==> config.mk <==
export PLATFORM = sky130hd
export DESIGN_NAME = nvsram_spi_ctl
export DESIGN_NICKNAME = d
export VERILOG_FILES = /design/src/nvsram_spi_pkg.sv /design/src/wr_fifo_if.sv /design/src/nvsram_spi_ctl.sv /design/src/wr_fifo.sv
export VERILOG_INCLUDE_DIRS = /design/src
export SDC_FILE = /design/constraint.sdc
export NUM_CORES = 1
export LEC_CHECK = 0
export BUFFER_PORTS_ARGS = -buffer_cell sky130_fd_sc_hd__buf_2
export CAP_MARGIN = 20
export CORE_ASPECT_RATIO = 1.25
export CORE_MARGIN = 2
export CORE_UTILIZATION = 55
export DETAILED_ROUTE_END_ITERATION = 7
export HOLD_SLACK_MARGIN = 0.03
export PLACE_DENSITY_LB_ADDON = 0.05
export SYNTH_ARGS = -nofsm -noshare
export SYNTH_HDL_FRONTEND = slang
export SYNTH_HIERARCHICAL = 1
export SYNTH_SLANG_ARGS = --single-unit
==> constraint.sdc <==
create_clock -name clk -period 5.2 [get_ports clk]
set_input_delay 0.26 -clock clk [delete_from_list [all_inputs] [get_ports clk]]
set_output_delay 0.26 -clock clk [all_outputs]
set_load 0.02 [all_outputs]
==> src/nvsram_spi_defines.svh <==
// Constants for the serial nvSRAM command block
`ifndef NVSRAM_SPI_DEFINES_SVH
`define NVSRAM_SPI_DEFINES_SVH

`define ADDR_W 17
`define ADDR_TOP 17'h1_FFFF
`define ADDR_WRAP 17'h0_0000
`define TOP_ADDR_BIT_POS 0
`define FIFO_DEPTH 16

`define OP_NONE 8'h00
`define OP_SET_WRITE_ENABLE 8'h06
`define OP_WRITE 8'h02
`define OP_STORE 8'h3C
`define OP_RECALL 8'h60
`define OP_AUTOSAVE_ON 8'h59
`define OP_AUTOSAVE_OFF 8'h19

`define BP_NONE 2'h0
`define BP_QUARTER 2'h1
`define BP_HALF 2'h2
`define BP_ALL 2'h3

`define WEL_RESET 1'b0
`define AUTOSAVE_RESET 1'b1

`define CLK_PERIOD_NS 25
`define SPECIAL_CMD_BUSY_TIME_NS 500
`define SPECIAL_CMD_BUSY_CYC ((`SPECIAL_CMD_BUSY_TIME_NS + `CLK_PERIOD_NS - 1) / `CLK_PERIOD_NS)
`define BUSY_CNT_W 8

`endif

==> src/nvsram_spi_pkg.sv <==
// Types for the serial nvSRAM command block
`include "nvsram_spi_defines.svh"
package nvsram_spi_pkg;
	typedef enum logic [2:0] {
		ST_IDLE = 3'b000,
		ST_OPCODE = 3'b001,
		ST_ADDR = 3'b010,
		ST_DATA = 3'b011,
		ST_IGNORE = 3'b100
	} ser_state_e;

	typedef struct packed {
		logic cs_s1;
		logic cs_s2;
		logic cs_d;
		logic sck_s1;
		logic sck_s2;
		logic sck_d;
		logic si_s1;
		logic si_s2;
		logic hold_s1;
		logic hold_s2;
		ser_state_e st;
		logic [2:0] bit_cnt;
		logic [1:0] byte_cnt;
		logic [7:0] shreg;
		logic [7:0] cmd;
		logic [`ADDR_W-1:0] addr;
		logic wel;
		logic autosave;
		logic busy_nv;
		logic [`BUSY_CNT_W-1:0] busy_cnt;
		logic busy;
		logic store_req;
		logic recall_req;
		logic overrun;
		logic out_valid;
		logic [`ADDR_W-1:0] out_addr;
		logic [7:0] out_data;
	} ctl_state_s;
endpackage

==> src/wr_fifo_if.sv <==
// Push and pop channel between command logic and write FIFO
`timescale 1ns/100ps
interface wr_fifo_if #(parameter int WIDTH = 25);
	logic push_valid;
	logic push_ready;
	logic [WIDTH-1:0] push_data;
	logic pop_valid;
	logic pop_ready;
	logic [WIDTH-1:0] pop_data;
	modport fifo (input push_valid, input push_data, output push_ready,
		output pop_valid, output pop_data, input pop_ready);
	modport user (output push_valid, output push_data, input push_ready,
		input pop_valid, input pop_data, output pop_ready);
endinterface // wr_fifo_if
==> src/nvsram_spi_ctl.sv <==
// SPI slave command logic: memory writes, special commands, pause
`timescale 1ns/100ps
`include "nvsram_spi_defines.svh"
module nvsram_spi_ctl
	import nvsram_spi_pkg::*;
#(
	parameter int FIFO_DEPTH = `FIFO_DEPTH,
	parameter int BUSY_CYC = `SPECIAL_CMD_BUSY_CYC
) (
	input wire logic clk,
	input wire logic rst_b,
	input wire logic ce,
	input wire logic cs_b,
	input wire logic sck,
	input wire logic si,
	input wire logic hold_b,
	output logic so_o,
	output logic so_oe,
	input wire logic block_protect_low_bit,
	input wire logic block_protect_high_bit,
	input wire logic nv_done,
	output logic store_req,
	output logic recall_req,
	output logic busy,
	output logic write_enable_latch,
	output logic power_loss_autosave,
	output logic write_overrun,
	output logic mem_wr_valid,
	output logic [`ADDR_W-1:0] mem_wr_addr,
	output logic [7:0] mem_wr_data,
	input wire logic mem_wr_ready
);
	localparam int WORD_W = `ADDR_W + 8;

	ctl_state_s q_ff;
	ctl_state_s nxt_q;
	logic sck_rise;
	logic cs_rise;
	logic paused;
	logic selected;
	logic [7:0] byte_in;
	logic [1:0] bp;

	wr_fifo_if #(.WIDTH(WORD_W)) fch ();

	wr_fifo #(
		.WIDTH(WORD_W),
		.DEPTH(FIFO_DEPTH)
	) u_fifo (
		.clk(clk),
		.rst_b(rst_b),
		.ce(ce),
		.ch(fch)
	);

	function automatic logic addr_protected(input logic [`ADDR_W-1:0] a, input logic [1:0] b);
		logic p;
		p = 1'b0;
		unique case (b)
			`BP_NONE: p = 1'b0;
			`BP_QUARTER: p = (a[`ADDR_W-1:`ADDR_W-2] == 2'b11);
			`BP_HALF: p = a[`ADDR_W-1];
			`BP_ALL: p = 1'b1;
		endcase
		return p;
	endfunction

	////////////////////////////////////////////////////////////////
	always_comb begin
		nxt_q = q_ff;
		bp = {block_protect_high_bit, block_protect_low_bit};
		fch.push_valid = 1'b0;
		fch.push_data = {q_ff.addr, 8'h00};
		fch.pop_ready = !q_ff.out_valid || mem_wr_ready;

		// Pin synchronisers; second stages are read below, plus the cs_d and sck_d delay stages for edge detection
		nxt_q.cs_s1 = cs_b;
		nxt_q.cs_s2 = q_ff.cs_s1;
		nxt_q.cs_d = q_ff.cs_s2;
		nxt_q.sck_s1 = sck;
		nxt_q.sck_s2 = q_ff.sck_s1;
		nxt_q.sck_d = q_ff.sck_s2;
		nxt_q.si_s1 = si;
		nxt_q.si_s2 = q_ff.si_s1;
		nxt_q.hold_s1 = hold_b;
		nxt_q.hold_s2 = q_ff.hold_s1;

		selected = !q_ff.cs_s2;
		paused = selected && !q_ff.hold_s2;
		sck_rise = q_ff.sck_s2 && !q_ff.sck_d && selected && !paused;
		cs_rise = q_ff.cs_s2 && !q_ff.cs_d;
		byte_in = {q_ff.shreg[6:0], q_ff.si_s2};

		nxt_q.store_req = 1'b0;
		nxt_q.recall_req = 1'b0;

		// Busy from nonvolatile cycles and autosave setting time
		if (nv_done) begin
			nxt_q.busy_nv = 1'b0;
		end
		if (q_ff.busy_cnt != '0) begin
			nxt_q.busy_cnt = q_ff.busy_cnt - 1'b1;
		end

		if (selected && q_ff.st == ST_IDLE) begin
			nxt_q.st = ST_OPCODE;
			nxt_q.bit_cnt = 3'h0;
			nxt_q.cmd = `OP_NONE;
		end

		// Shifter; paused cycles leave all of this untouched
		if (sck_rise && q_ff.st != ST_IDLE) begin
			nxt_q.shreg = byte_in;
			nxt_q.bit_cnt = q_ff.bit_cnt + 1'b1;
			if (q_ff.bit_cnt == 3'h7) begin
				unique case (q_ff.st)
					ST_OPCODE: begin
						nxt_q.st = ST_IGNORE;
						if (byte_in == `OP_SET_WRITE_ENABLE) begin
							nxt_q.cmd = byte_in;
						end else if (q_ff.wel && !q_ff.busy) begin
							unique case (byte_in)
								`OP_WRITE: begin
									nxt_q.cmd = byte_in;
									nxt_q.st = ST_ADDR;
									nxt_q.byte_cnt = 2'h0;
								end
								`OP_STORE, `OP_RECALL: nxt_q.cmd = byte_in;
								`OP_AUTOSAVE_ON, `OP_AUTOSAVE_OFF: nxt_q.cmd = byte_in;
								default: nxt_q.cmd = `OP_NONE;
							endcase
						end
					end
					ST_ADDR: begin
						nxt_q.byte_cnt = q_ff.byte_cnt + 1'b1;
						unique case (q_ff.byte_cnt)
							2'h0: nxt_q.addr[`ADDR_W-1] = byte_in[`TOP_ADDR_BIT_POS];
							2'h1: nxt_q.addr[15:8] = byte_in;
							default: begin
								nxt_q.addr[7:0] = byte_in;
								nxt_q.st = ST_DATA;
							end
						endcase
					end
					ST_DATA: begin
						if (!addr_protected(q_ff.addr, bp)) begin
							fch.push_valid = 1'b1;
							fch.push_data = {q_ff.addr, byte_in};
							if (!fch.push_ready) begin
								nxt_q.overrun = 1'b1;
							end
						end
						// Natural 17-bit overflow takes the top address to zero
						nxt_q.addr = q_ff.addr + 1'b1;
					end
					default: nxt_q.st = ST_IGNORE;
				endcase
			end
		end

		// Deselect ends the command; partial opcodes leave cmd empty
		if (cs_rise) begin
			nxt_q.st = ST_IDLE;
			nxt_q.bit_cnt = 3'h0;
			nxt_q.cmd = `OP_NONE;
			unique case (q_ff.cmd)
				`OP_SET_WRITE_ENABLE: nxt_q.wel = 1'b1;
				`OP_WRITE: nxt_q.wel = 1'b0;
				`OP_STORE: begin
					nxt_q.wel = 1'b0;
					nxt_q.store_req = 1'b1;
					nxt_q.busy_nv = 1'b1;
				end
				`OP_RECALL: begin
					nxt_q.wel = 1'b0;
					nxt_q.recall_req = 1'b1;
					nxt_q.busy_nv = 1'b1;
				end
				`OP_AUTOSAVE_ON: begin
					nxt_q.wel = 1'b0;
					nxt_q.autosave = 1'b1;
					nxt_q.busy_cnt = `BUSY_CNT_W'(BUSY_CYC);
				end
				`OP_AUTOSAVE_OFF: begin
					nxt_q.wel = 1'b0;
					nxt_q.autosave = 1'b0;
					nxt_q.busy_cnt = `BUSY_CNT_W'(BUSY_CYC);
				end
				default: nxt_q.wel = q_ff.wel;
			endcase
		end

		nxt_q.busy = nxt_q.busy_nv || (nxt_q.busy_cnt != '0);

		// Output stage toward the array write port
		if (fch.pop_ready) begin
			nxt_q.out_valid = fch.pop_valid;
			if (fch.pop_valid) begin
				nxt_q.out_addr = fch.pop_data[WORD_W-1:8];
				nxt_q.out_data = fch.pop_data[7:0];
			end
		end
	end

	////////////////////////////////////////////////////////////////
	always_ff @(posedge clk) begin
		if (!rst_b) begin
			q_ff <= '0;
			q_ff.cs_s1 <= 1'b1;
			q_ff.cs_s2 <= 1'b1;
			q_ff.cs_d <= 1'b1;
			q_ff.hold_s1 <= 1'b1;
			q_ff.hold_s2 <= 1'b1;
			q_ff.st <= ST_IDLE;
			q_ff.cmd <= `OP_NONE;
			q_ff.wel <= `WEL_RESET;
			q_ff.autosave <= `AUTOSAVE_RESET;
		end else if (ce) begin
			q_ff <= nxt_q;
		end
	end

	////////////////////////////////////////////////////////////////
	// Reads are not served here, so SO never leaves high impedance
	assign so_o = 1'b0;
	assign so_oe = 1'b0;
	assign store_req = q_ff.store_req;
	assign recall_req = q_ff.recall_req;
	assign busy = q_ff.busy;
	assign write_enable_latch = q_ff.wel;
	assign power_loss_autosave = q_ff.autosave;
	assign write_overrun = q_ff.overrun;
	assign mem_wr_valid = q_ff.out_valid;
	assign mem_wr_addr = q_ff.out_addr;
	assign mem_wr_data = q_ff.out_data;
endmodule // nvsram_spi_ctl

==> src/wr_fifo.sv <==
// Synchronous FIFO holding pending memory writes
`timescale 1ns/100ps
module wr_fifo #(
	parameter int WIDTH = 25,
	parameter int DEPTH = 16
) (
	input wire logic clk,
	input wire logic rst_b,
	input wire logic ce,
	wr_fifo_if.fifo ch
);
	localparam int PW = $clog2(DEPTH);

	typedef struct packed {
		logic [DEPTH-1:0][WIDTH-1:0] mem;
		logic [PW:0] wp;
		logic [PW:0] rp;
	} fifo_s;

	fifo_s q_ff;
	fifo_s nxt_q;
	logic full;
	logic empty;

	////////////////////////////////////////////////////////////////
	always_comb begin
		full = (q_ff.wp[PW] != q_ff.rp[PW]) && (q_ff.wp[PW-1:0] == q_ff.rp[PW-1:0]);
		empty = (q_ff.wp == q_ff.rp);
		nxt_q = q_ff;
		if (ch.push_valid && !full) begin
			nxt_q.mem[q_ff.wp[PW-1:0]] = ch.push_data;
			nxt_q.wp = q_ff.wp + 1'b1;
		end
		if (ch.pop_ready && !empty) begin
			nxt_q.rp = q_ff.rp + 1'b1;
		end
	end

	assign ch.push_ready = !full;
	assign ch.pop_valid = !empty;
	assign ch.pop_data = q_ff.mem[q_ff.rp[PW-1:0]];

	////////////////////////////////////////////////////////////////
	always_ff @(posedge clk) begin
		if (!rst_b) begin
			q_ff <= '0;
		end else if (ce) begin
			q_ff <= nxt_q;
		end
	end
endmodule // wr_fifo

=== Yosys cells after proc, flatten, opt, wreduce, memory -nomap -nowiden ===
Index checks and enable logic that the tools add are counted.

* Equality and inequality tests: 30
* Mux-type cells: 52
* Reduce and logical (&&, ||, !) cells: 52
* Add/sub/neg operators: 6
* Bitwise operators: 2
* $lt $le $gt $ge: 3

{| class="wikitable"
|+ Operators by type and width
! operator !! count
|-
| $bwmux 400 || 1
|-
| $mux 8 || 14
|-
| $bmux 25 s4 || 1
|-
| $demux 25 s4 || 1
|-
| $mux 25 || 3
|-
| $mux 41 || 1
|-
| $pmux 17 s2 || 1
|-
| $eq 8x7->1 const B || 4
|-
| $add 17x1->17 const B || 1
|-
| $eq 8x2->1 const B || 2
|-
| $eq 8x3->1 const B || 2
|-
| $eq 8x5->1 const B || 2
|-
| $eq 8x6->1 const B || 2
|-
| $reduce_bool 8->1 || 2
|-
| $mux 3 || 5
|-
| $reduce_and 5->1 || 3
|-
| $logic_and 1x1->1 || 12
|-
| $mux 1 || 12
|-
| $mux 6 || 2
|-
| $add 5x1->5 const B || 2
|-
| $lt 4x5->1 const B || 2
|-
| $mux 2 || 5
|-
| $reduce_and 2->1 || 5
|-
| $reduce_or 5->1 || 2
|-
| 30 further kinds || 58
|}

* Register bits: 502
* Logic and storage cells: 192
* Input port bits: 11

=== Longest topological paths before layout ===
Gate-level depths: netlist (run 1).

* Word-level depth: 12
* Mapped depth: 10

=== By module ===
The synthesis (run 1) kept the hierarchy.

{| class="wikitable"
|+ By module, submodules not included
! module !! instances !! area each (um^2) !! cells an instance !! seq. area each (um^2)
|-
| wr_fifo || 1 || 18321.3 || 1666 || 8207.9
|-
| nvsram_spi_ctl || 1 || 4780.8 || 602 || 1821.7
|}

=== Worst setup path after synthesis (run 1) ===
Ideal clock, no wire load.

* Path type: register -> register
* Start: register, netlist name q_ff[80]
* End: register u_fifo/q_ff[14] in the netlist's numbering
* Arrival time: 2.649 ns
* Path slack: 2.427 ns
* Buffers on the path: 2
* Data required time: 5.076 ns
* Stages on the path, launching flop included: 10
* Path through: dfxtp_1 -> clkbuf_1 -> nand3b_1 -> a221o_1 -> nor2_1 -> nand2_1 -> nor3_2 -> o211ai_2 -> buf_4 -> mux2i_1

{| class="wikitable"
|+ RTL lines
! element !! line !! RTL
|-
| end signal: assignment || wr_fifo.sv:48 || <nowiki>q_ff <= nxt_q;</nowiki>
|-
| end: declaration || wr_fifo.sv:20 || <nowiki>fifo_s q_ff;</nowiki>
|}

==> results.tsv, run 1 <==
stage	metric	value	unit
run_status	status	completed	
job	drv_cap	0	
power_and_ir_drop	p_seq_share	49.1	%
critical_path	critical_path_class	flip-flop to flip-flop	
critical_path	cp_data_required_time	5.66	ns
global_routing	grt.overflow.total	0	
power_and_ir_drop	p_switching	1.83	mW
critical_path	start_kind	flip-flop	
synth	synth_xor_area_share	0.265	%
global_routing	grt_pass1_wl	90200	um
clock_network	clk_pin_slew	0.06	ns
timing	fin_skew	0.0299	ns
timing	layout_min_cycle_time	3.53	ns
synth	synth-compound-area-share	6.95	%
die	ios	45	
synth	yosysMostFrequentCell	nand2_1	
global_routing	grt_start_max_net_pins	193	
power_and_ir_drop	intPower	6.14	mW
critical_path	cp-end-kind	flip-flop	
critical_path	crit_family	simple AND/OR/NAND/NOR gates	
route	route.detailed.drc	0	
synth	synth_ff_type	dfxtp_1	
synth	netlist_instances	2268	
clock_network	clk_path_buf_depth	3	
global_routing	antenna_found_initial	0	
power_and_ir_drop	leakagePower	11.1	nW
final_layout	design_area	24900	um^2
critical_path	path_cells	nand3b_1, buf_4, a221o_1, nor2_1, nand2_1, nor3_2, o211ai_4, buf_4, mux2i_1	
critical_path	critPathBufInv	2	
clock_network	clkLatencyLatePin	0.61	ns
clock_network	cts_resized	0	
min_path	hold_class	input port to flip-flop	
timing	hold_violations	0	
final_layout	area.growth.synth_to_final	7.72	%
synth	async_flop_share	0	%
die	core	41200	um^2
final_layout	num_antenna_cells	0	
global_routing	grt_pass1_vias	16300	
clock_network	clockRootBuffer	clkbuf_16	
critical_path	critPathSlowestCell	nor3_2	
clock_network	htreeDepth	2	
die	start_util	56.0	%
synth	ys_types	86	
synth	synth_top_cell_by_area	dfxtp_1	
place	io_buffers	42	
route	drtIter0Drc	908	
clock_network	cts_tree	built	
route	ant_nets	0	
clock_network	cts_buffers	51	
synth	synth_edf_count	0	
synth	synth_top_area_share	43.4	%
power_and_ir_drop	p_sw_share	22.9	%
place	gp_congestion	0.839	
synth	synth_top_family_by_area	multiplexers	
critical_path	cp_common_cell	buf_4	
die	die_area	43700	um^2
timing	setup_viol	0	
synth	ys_warn_count	6	
route	dr.pass1.iters	5	
die	row_count	83	
route	vias_per_cell	5.88	
synth	synth_area	23100	um^2
timing	final_max_slew_viol_count	0	
synth	avgSynthCellArea	10.2	um^2
critical_path	max_stage_delay	0.57	ns
route	wl	56700	um
critical_path	worstPathArrival	3.99	ns
synth	seq_area_frac_synth	43.4	%
place	placed_area	23200	um^2
final_layout	layout.nets	2209	
timing	fmax	284	MHz
synth	synthSimpleGateAreaFrac	13.9	%
timing	slew_headroom	23.6	%
critical_path	path_max_fanout	26	
timing	fin_setup_tns	0	ns
timing	worstMarginPinSlew	1.15	ns
route	post_drt_wl_per_cell	20.4	um
global_routing	grt_usage	26.2	%
timing	rsz0062_at_grt	false	
synth	ys_top_cells_by_area	dfxtp_1 (43%), mux2i_1 (20%), mux4_2 (9.7%)	
synth	synthTopCellsByCount	nand2_1 (541), dfxtp_1 (501), mux2i_1 (453)	
synth	synthAdderAreaFrac	0.650	%
die	die_x	187	um
route	vias	16300	
final_layout	drive_gt1_share	13.5	%
timing	period_share	67.8	%
power_and_ir_drop	pwr-share-comb	5.2	%
power_and_ir_drop	p_clk_share	45.8	%
power_and_ir_drop	vdd_drop_max	0.000293	V
power_and_ir_drop	p_per_area	320	nW/um^2
synth	synth-seq-cells	501	
synth	muxShareOfSynthArea	29.4	%
clock_network	cts.sinks	501	
place	dp_hpwl	33600	um
die	fp.dieH	233	um
==> metal layers <==
layer	global-route usage (%)	wire, um
met2	45.9	28100
met3	2.97	1850
met4	10.9	2020
met5	0	0
met1	33.0	24700
==> worst register-to-register path: cells and delay by family, from the launching register on <==
kind                   cells  cell delay (ns)
AND/OR/NAND/NOR            4             1.47
AO/OA/AOI/OAI              2             0.73
buffers and inverters      2             0.58
flip-flops                 1             0.45
multiplexers               1             0.16
==> cell families (layout without fill, tap and decap cells) <==
logic type	after synthesis	count (layout)
buffers and inverters	228	182
AO/OA/AOI/OAI	223	223
multiplexers	554	554
other	1	2
flip-flops	501	501
AND/OR/NAND/NOR	742	742
XOR/XNOR	7	7
adder cells (fa/ha/maj)	12	12
==> repair_timing <==
action	CTS	global route
setup buffers	0	0
hold buffers	6	0
endpoints found under the hold margin	6	0
==> placed cells by master, fill, tap and decap left out, types with 6 or more instances in the layout <==
master           n
nand2_1        541
dfxtp_1        497
mux2i_1        453
mux4_2         100
a21oi_1         85
nor2_1          57
clkbuf_16       52
buf_2           41
nor2b_1         29
o21ai_0         28
buf_4           28
nand3_1         27
a211oi_1        27
o211ai_4        16
clkbuf_8        13
clkbuf_1        13
ha_1            12
inv_1           11
nand2b_1        10
and2_1           9
nor3_1           9
nand4_1          8
o21ai_1          7
and3_1           6
clkinv_2         6
dlygate4sd3_1    6
==> power groups by stage <==
| stage | sequential [mW] | clock, mW | combinational (mW) |
|---|---|---|---|
| finish | 3.91 | 3.65 | 0.411 |
| global route | 3.91 | 3.87 | 0.462 |
| CTS | 3.90 | 3.73 | 0.412 |
| detailed placement | 3.99 | 0 | 0.407 |
| global placement | 3.99 | 0 | 0.395 |
| floorplan | 3.98 | 0 | 0.327 |
==> cell type report <==
class / count / area [um^2]
clock inverters: 12 / 131
multi-input cells: 1540 / 11900
flip-flops and latches: 501 / 10000
clock buffers: 78 / 1530
repair buffers: 78 / 531
fillers: 3563 / 16300
well taps: 552 / 691
inverters: 14 / 52.6
==> registers in the layout, indices dropped and copies added (netlist names) <==
register,cells
mem_wr_addr,17
byte_in,8
q_ff,45
write_overrun,1
write_enable_latch,1
power_loss_autosave,1
store_req,1
recall_req,1
mem_wr_valid,1
mem_wr_data,8
u_fifo/q_ff,410
nxt_q,6
busy,1
==> metrics by stage <==
step	total power, mW	setup slack (ns)	utilization, %	hold WS [ns]	cells
finish	7.96	1.67	60.4	0.220	2775
global route	8.24	1.41	60.4	0.270	2775
detailed placement	4.40	1.66	56.2	0.447	2679
global placement	4.38	1.81	56.2	0.441	2679
floorplan	4.31	2.43	-	0.388	2269
CTS	8.05	1.66	60.4	0.224	2775
==> final timing paths <==
kind	from	to	slack, ns	depth (start not counted)
setup / recovery	q_ff[79]	u_fifo/q_ff[94]	1.67	9
hold / removal	rst_b	u_fifo/q_ff[2]	0.22	3
setup reg to reg	q_ff[79]	u_fifo/q_ff[94]	1.67	9
hold reg to reg	mem_wr_addr[7]	mem_wr_addr[7]	0.45	2
Note: power is estimated with default switching activity, not from simulation.
==> run 2, diff against run 1 <==
==> constraint.sdc (replaced) <==
create_clock -name clk -period 3.3 [get_ports clk]
set_input_delay 0.165 -clock clk [delete_from_list [all_inputs] [get_ports clk]]
set_output_delay 0.165 -clock clk [all_outputs]
set_load 0.02 [all_outputs]
==> run 2 against run 1 <==
Effect of this change: final cell count grew 0.58%; core utilization grew 0.79 points; register-to-register slack lost 1.3 ns; die area is the same; critical path type unchanged; non-clock buffer count grew 15; wire length grew 2.3%; clock skew is essentially flat; highest routed layer unchanged; count of clock-buffer cells in the layout shrank 8; sequential power grew 57%; hold slack lost 0.044 ns; critical path depth shrank 1; critical endpoint is now u_fifo/q_ff[199]; maximum frequency grew 21%.
==> results.tsv, run 2 (same netlist as run 1, synthesis figures left out) <==
stage	metric	value	unit
die	fp.dieH	233	um
critical_path	max_stage_delay	0.47	ns
timing	final_max_slew_viol_count	0	
critical_path	critical_path_class	flip-flop to flip-flop	
clock_network	cts_resized	0	
min_path	min_to	write_overrun	
timing	fin_setup_tns	0	ns
power_and_ir_drop	p_clk_share	47.5	%
critical_path	worstPathArrival	3.33	ns
die	die_x	187	um
power_and_ir_drop	pwr-share-comb	5.2	%
job	drv_cap	0	
global_routing	grt_pass1_vias	16500	
final_layout	largest_reg_flops	410	
critical_path	critPathBufInv	1	
clock_network	cts.sinks	501	
global_routing	antenna_found_initial	0	
timing	slew_headroom	22.5	%
critical_path	cp_common_cell	nand3_1	
power_and_ir_drop	p_seq_share	47.3	%
timing	hold_violations	0	
final_layout	num_antenna_cells	0	
timing	fmax	344	MHz
clock_network	cts_buffers	50	
timing	worstMarginPinSlew	1.16	ns
critical_path	cp_data_required_time	3.73	ns
critical_path	cp-end-kind	flip-flop	
critical_path	r2r_slack	0.40	ns
clock_network	clk_pin_slew	0.06	ns
timing	fin_skew	0.0300	ns
run_status	status	completed	
final_layout	layout.nets	2223	
critical_path	start_kind	flip-flop	
timing	setup_viol	0	
critical_path	crit_family	simple AND/OR/NAND/NOR gates	
place	gp_congestion	0.841	
place	io_buffers	42	
die	row_count	83	
route	vias_per_cell	5.85	
critical_path	reg2reg_from	nxt_q[89]	
clock_network	post_cts_buffers	0	
power_and_ir_drop	p_switching	2.93	mW
die	start_util	56.0	%
die	core	41200	um^2
die	ios	45	
critical_path	path_cells	and4bb_2, nand3_1, nor2_1, nand3_1, nor2_2, o211ai_4, buf_4, mux2i_1	
min_path	hold_class	input port to flip-flop	
global_routing	grt_usage	26.7	%
timing	layout_min_cycle_time	2.90	ns
global_routing	grt_start_max_net_pins	107	
min_path	hold_depth	4	
place	dp_hpwl	34300	um
timing	rsz0062_at_grt	false	
place	place_inst	2690	
final_layout	instances_no_fill	2791	
global_routing	grt.overflow.total	0	
route	ant_nets	0	
clock_network	clk_path_buf_depth	3	
die	die_area	43700	um^2
global_routing	grt_pass1_wl	91900	um
route	drtIter0Drc	948	
route	dr.pass1.iters	5	
power_and_ir_drop	leakagePower	11.3	nW
power_and_ir_drop	vdd_drop_max	0.000632	V
clock_network	htreeDepth	2	
clock_network	clockRootBuffer	clkbuf_16	
min_path	hp-start	block_protect_high_bit	
final_layout	final_common_cell	nand2_1	
critical_path	critPathSlowestCell	and4bb_2	
critical_path	path_max_fanout	17	
critical_path	r2r-end	u_fifo/q_ff[199]	
power_and_ir_drop	p_sw_share	22.6	%
clock_network	cts_tree	built	
timing	period_share	88.0	%
final_layout	final_cell_mix	nand2_1 (541), dfxtp_1 (497), mux2i_1 (453), mux4_2 (100), a21oi_1 (85)	
final_layout	regMostFlops	u_fifo/q_ff	
power_and_ir_drop	p_per_area	516	nW/um^2
route	route.detailed.drc	0	
power_and_ir_drop	intPower	10.1	mW
route	vias	16300	
clock_network	clkLatencyLatePin	0.60	ns
final_layout	area.growth.synth_to_final	9.13	%
route	post_drt_wl_per_cell	20.8	um
critical_path	reg2reg_depth	8	
route	wl	58000	um
final_layout	drive_gt1_share	14.0	%
timing	timing.hold.ws	0.176	ns
[run 2: cell types whose count changed in the layout (fill, tap and decap cells not counted), sizes merged]
cell	delta
buf	+11
dlygate4sd3	+4
clkbuf	-8
inv	-1
bufinv	+7
clkinv	+3
[run 2: cell type report]
class,count,area (um^2)
clock buffers,70,1430
clock inverters,21,359
fillers,3488,16000
inverters,14,52.6
multi-input cells,1540,11900
flip-flops and latches,501,10000
well taps,552,691
repair buffers,93,728
[run 2: timing repair]
| action | CTS | global route |
|---|---|---|
| endpoints found under the setup margin | 0 | 0 |
| hold buffers | 10 | 0 |
| endpoints found under the hold margin | 11 | 0 |
[run 2: worst max path at each step]
stage,startpoint,cells past startpoint,endpoint
3_3_place_gp,nxt_q[89],8,u_fifo/q_ff[327]
3_5_place_dp,nxt_q[89],8,u_fifo/q_ff[329]
4_1_cts,nxt_q[89],10,u_fifo/q_ff[79]
5_1_grt,nxt_q[89],8,u_fifo/q_ff[328]
2_1_floorplan,q_ff[80],9,u_fifo/q_ff[14]
6_report,nxt_q[89],8,u_fifo/q_ff[199]
[run 2: worst reg2reg max path, cell delays in order (launching register included)]
cell      delay [ns]
dfxtp_1         0.35
and4bb_2        0.47
nand3_1         0.16
nor2_1          0.21
nand3_1         0.21
nor2_2          0.41
o211ai_4        0.35
buf_4           0.39
mux2i_1         0.17
[run 2: routing by layer]
metal / global-route usage, % / part of all wire (%)
met1: 33.0 / 43
met2: 48.3 / 51
met3: 3.76 / 3.5
met4: 8.13 / 2.6
met5: 0 / 0
[run 2: per-stage QoR]
| step | total power [mW] | utilization [%] | setup slack (ns) | area [um^2] |
|---|---|---|---|---|
| after floorplan | 6.79 | - | 0.527 | 23100 |
| after global placement | 6.93 | 56.6 | 0.426 | 23300 |
| after detailed placement | 6.94 | 56.6 | 0.388 | 23300 |
| after CTS | 13.1 | 61.2 | 0.398 | 25200 |
| after global routing | 13.4 | 61.2 | 0.234 | 25200 |
| final | 13.0 | 61.2 | 0.395 | 25200 |
[run 2: power by group through the flow]
stage / logic, mW / clock network (mW) / registers (mW)
global placement: 0.643 / 0 / 6.29
detailed placement: 0.655 / 0 / 6.29
floorplan: 0.515 / 0 / 6.28
CTS: 0.669 / 6.30 / 6.15
finish: 0.674 / 6.18 / 6.15
global route: 0.742 / 6.53 / 6.16
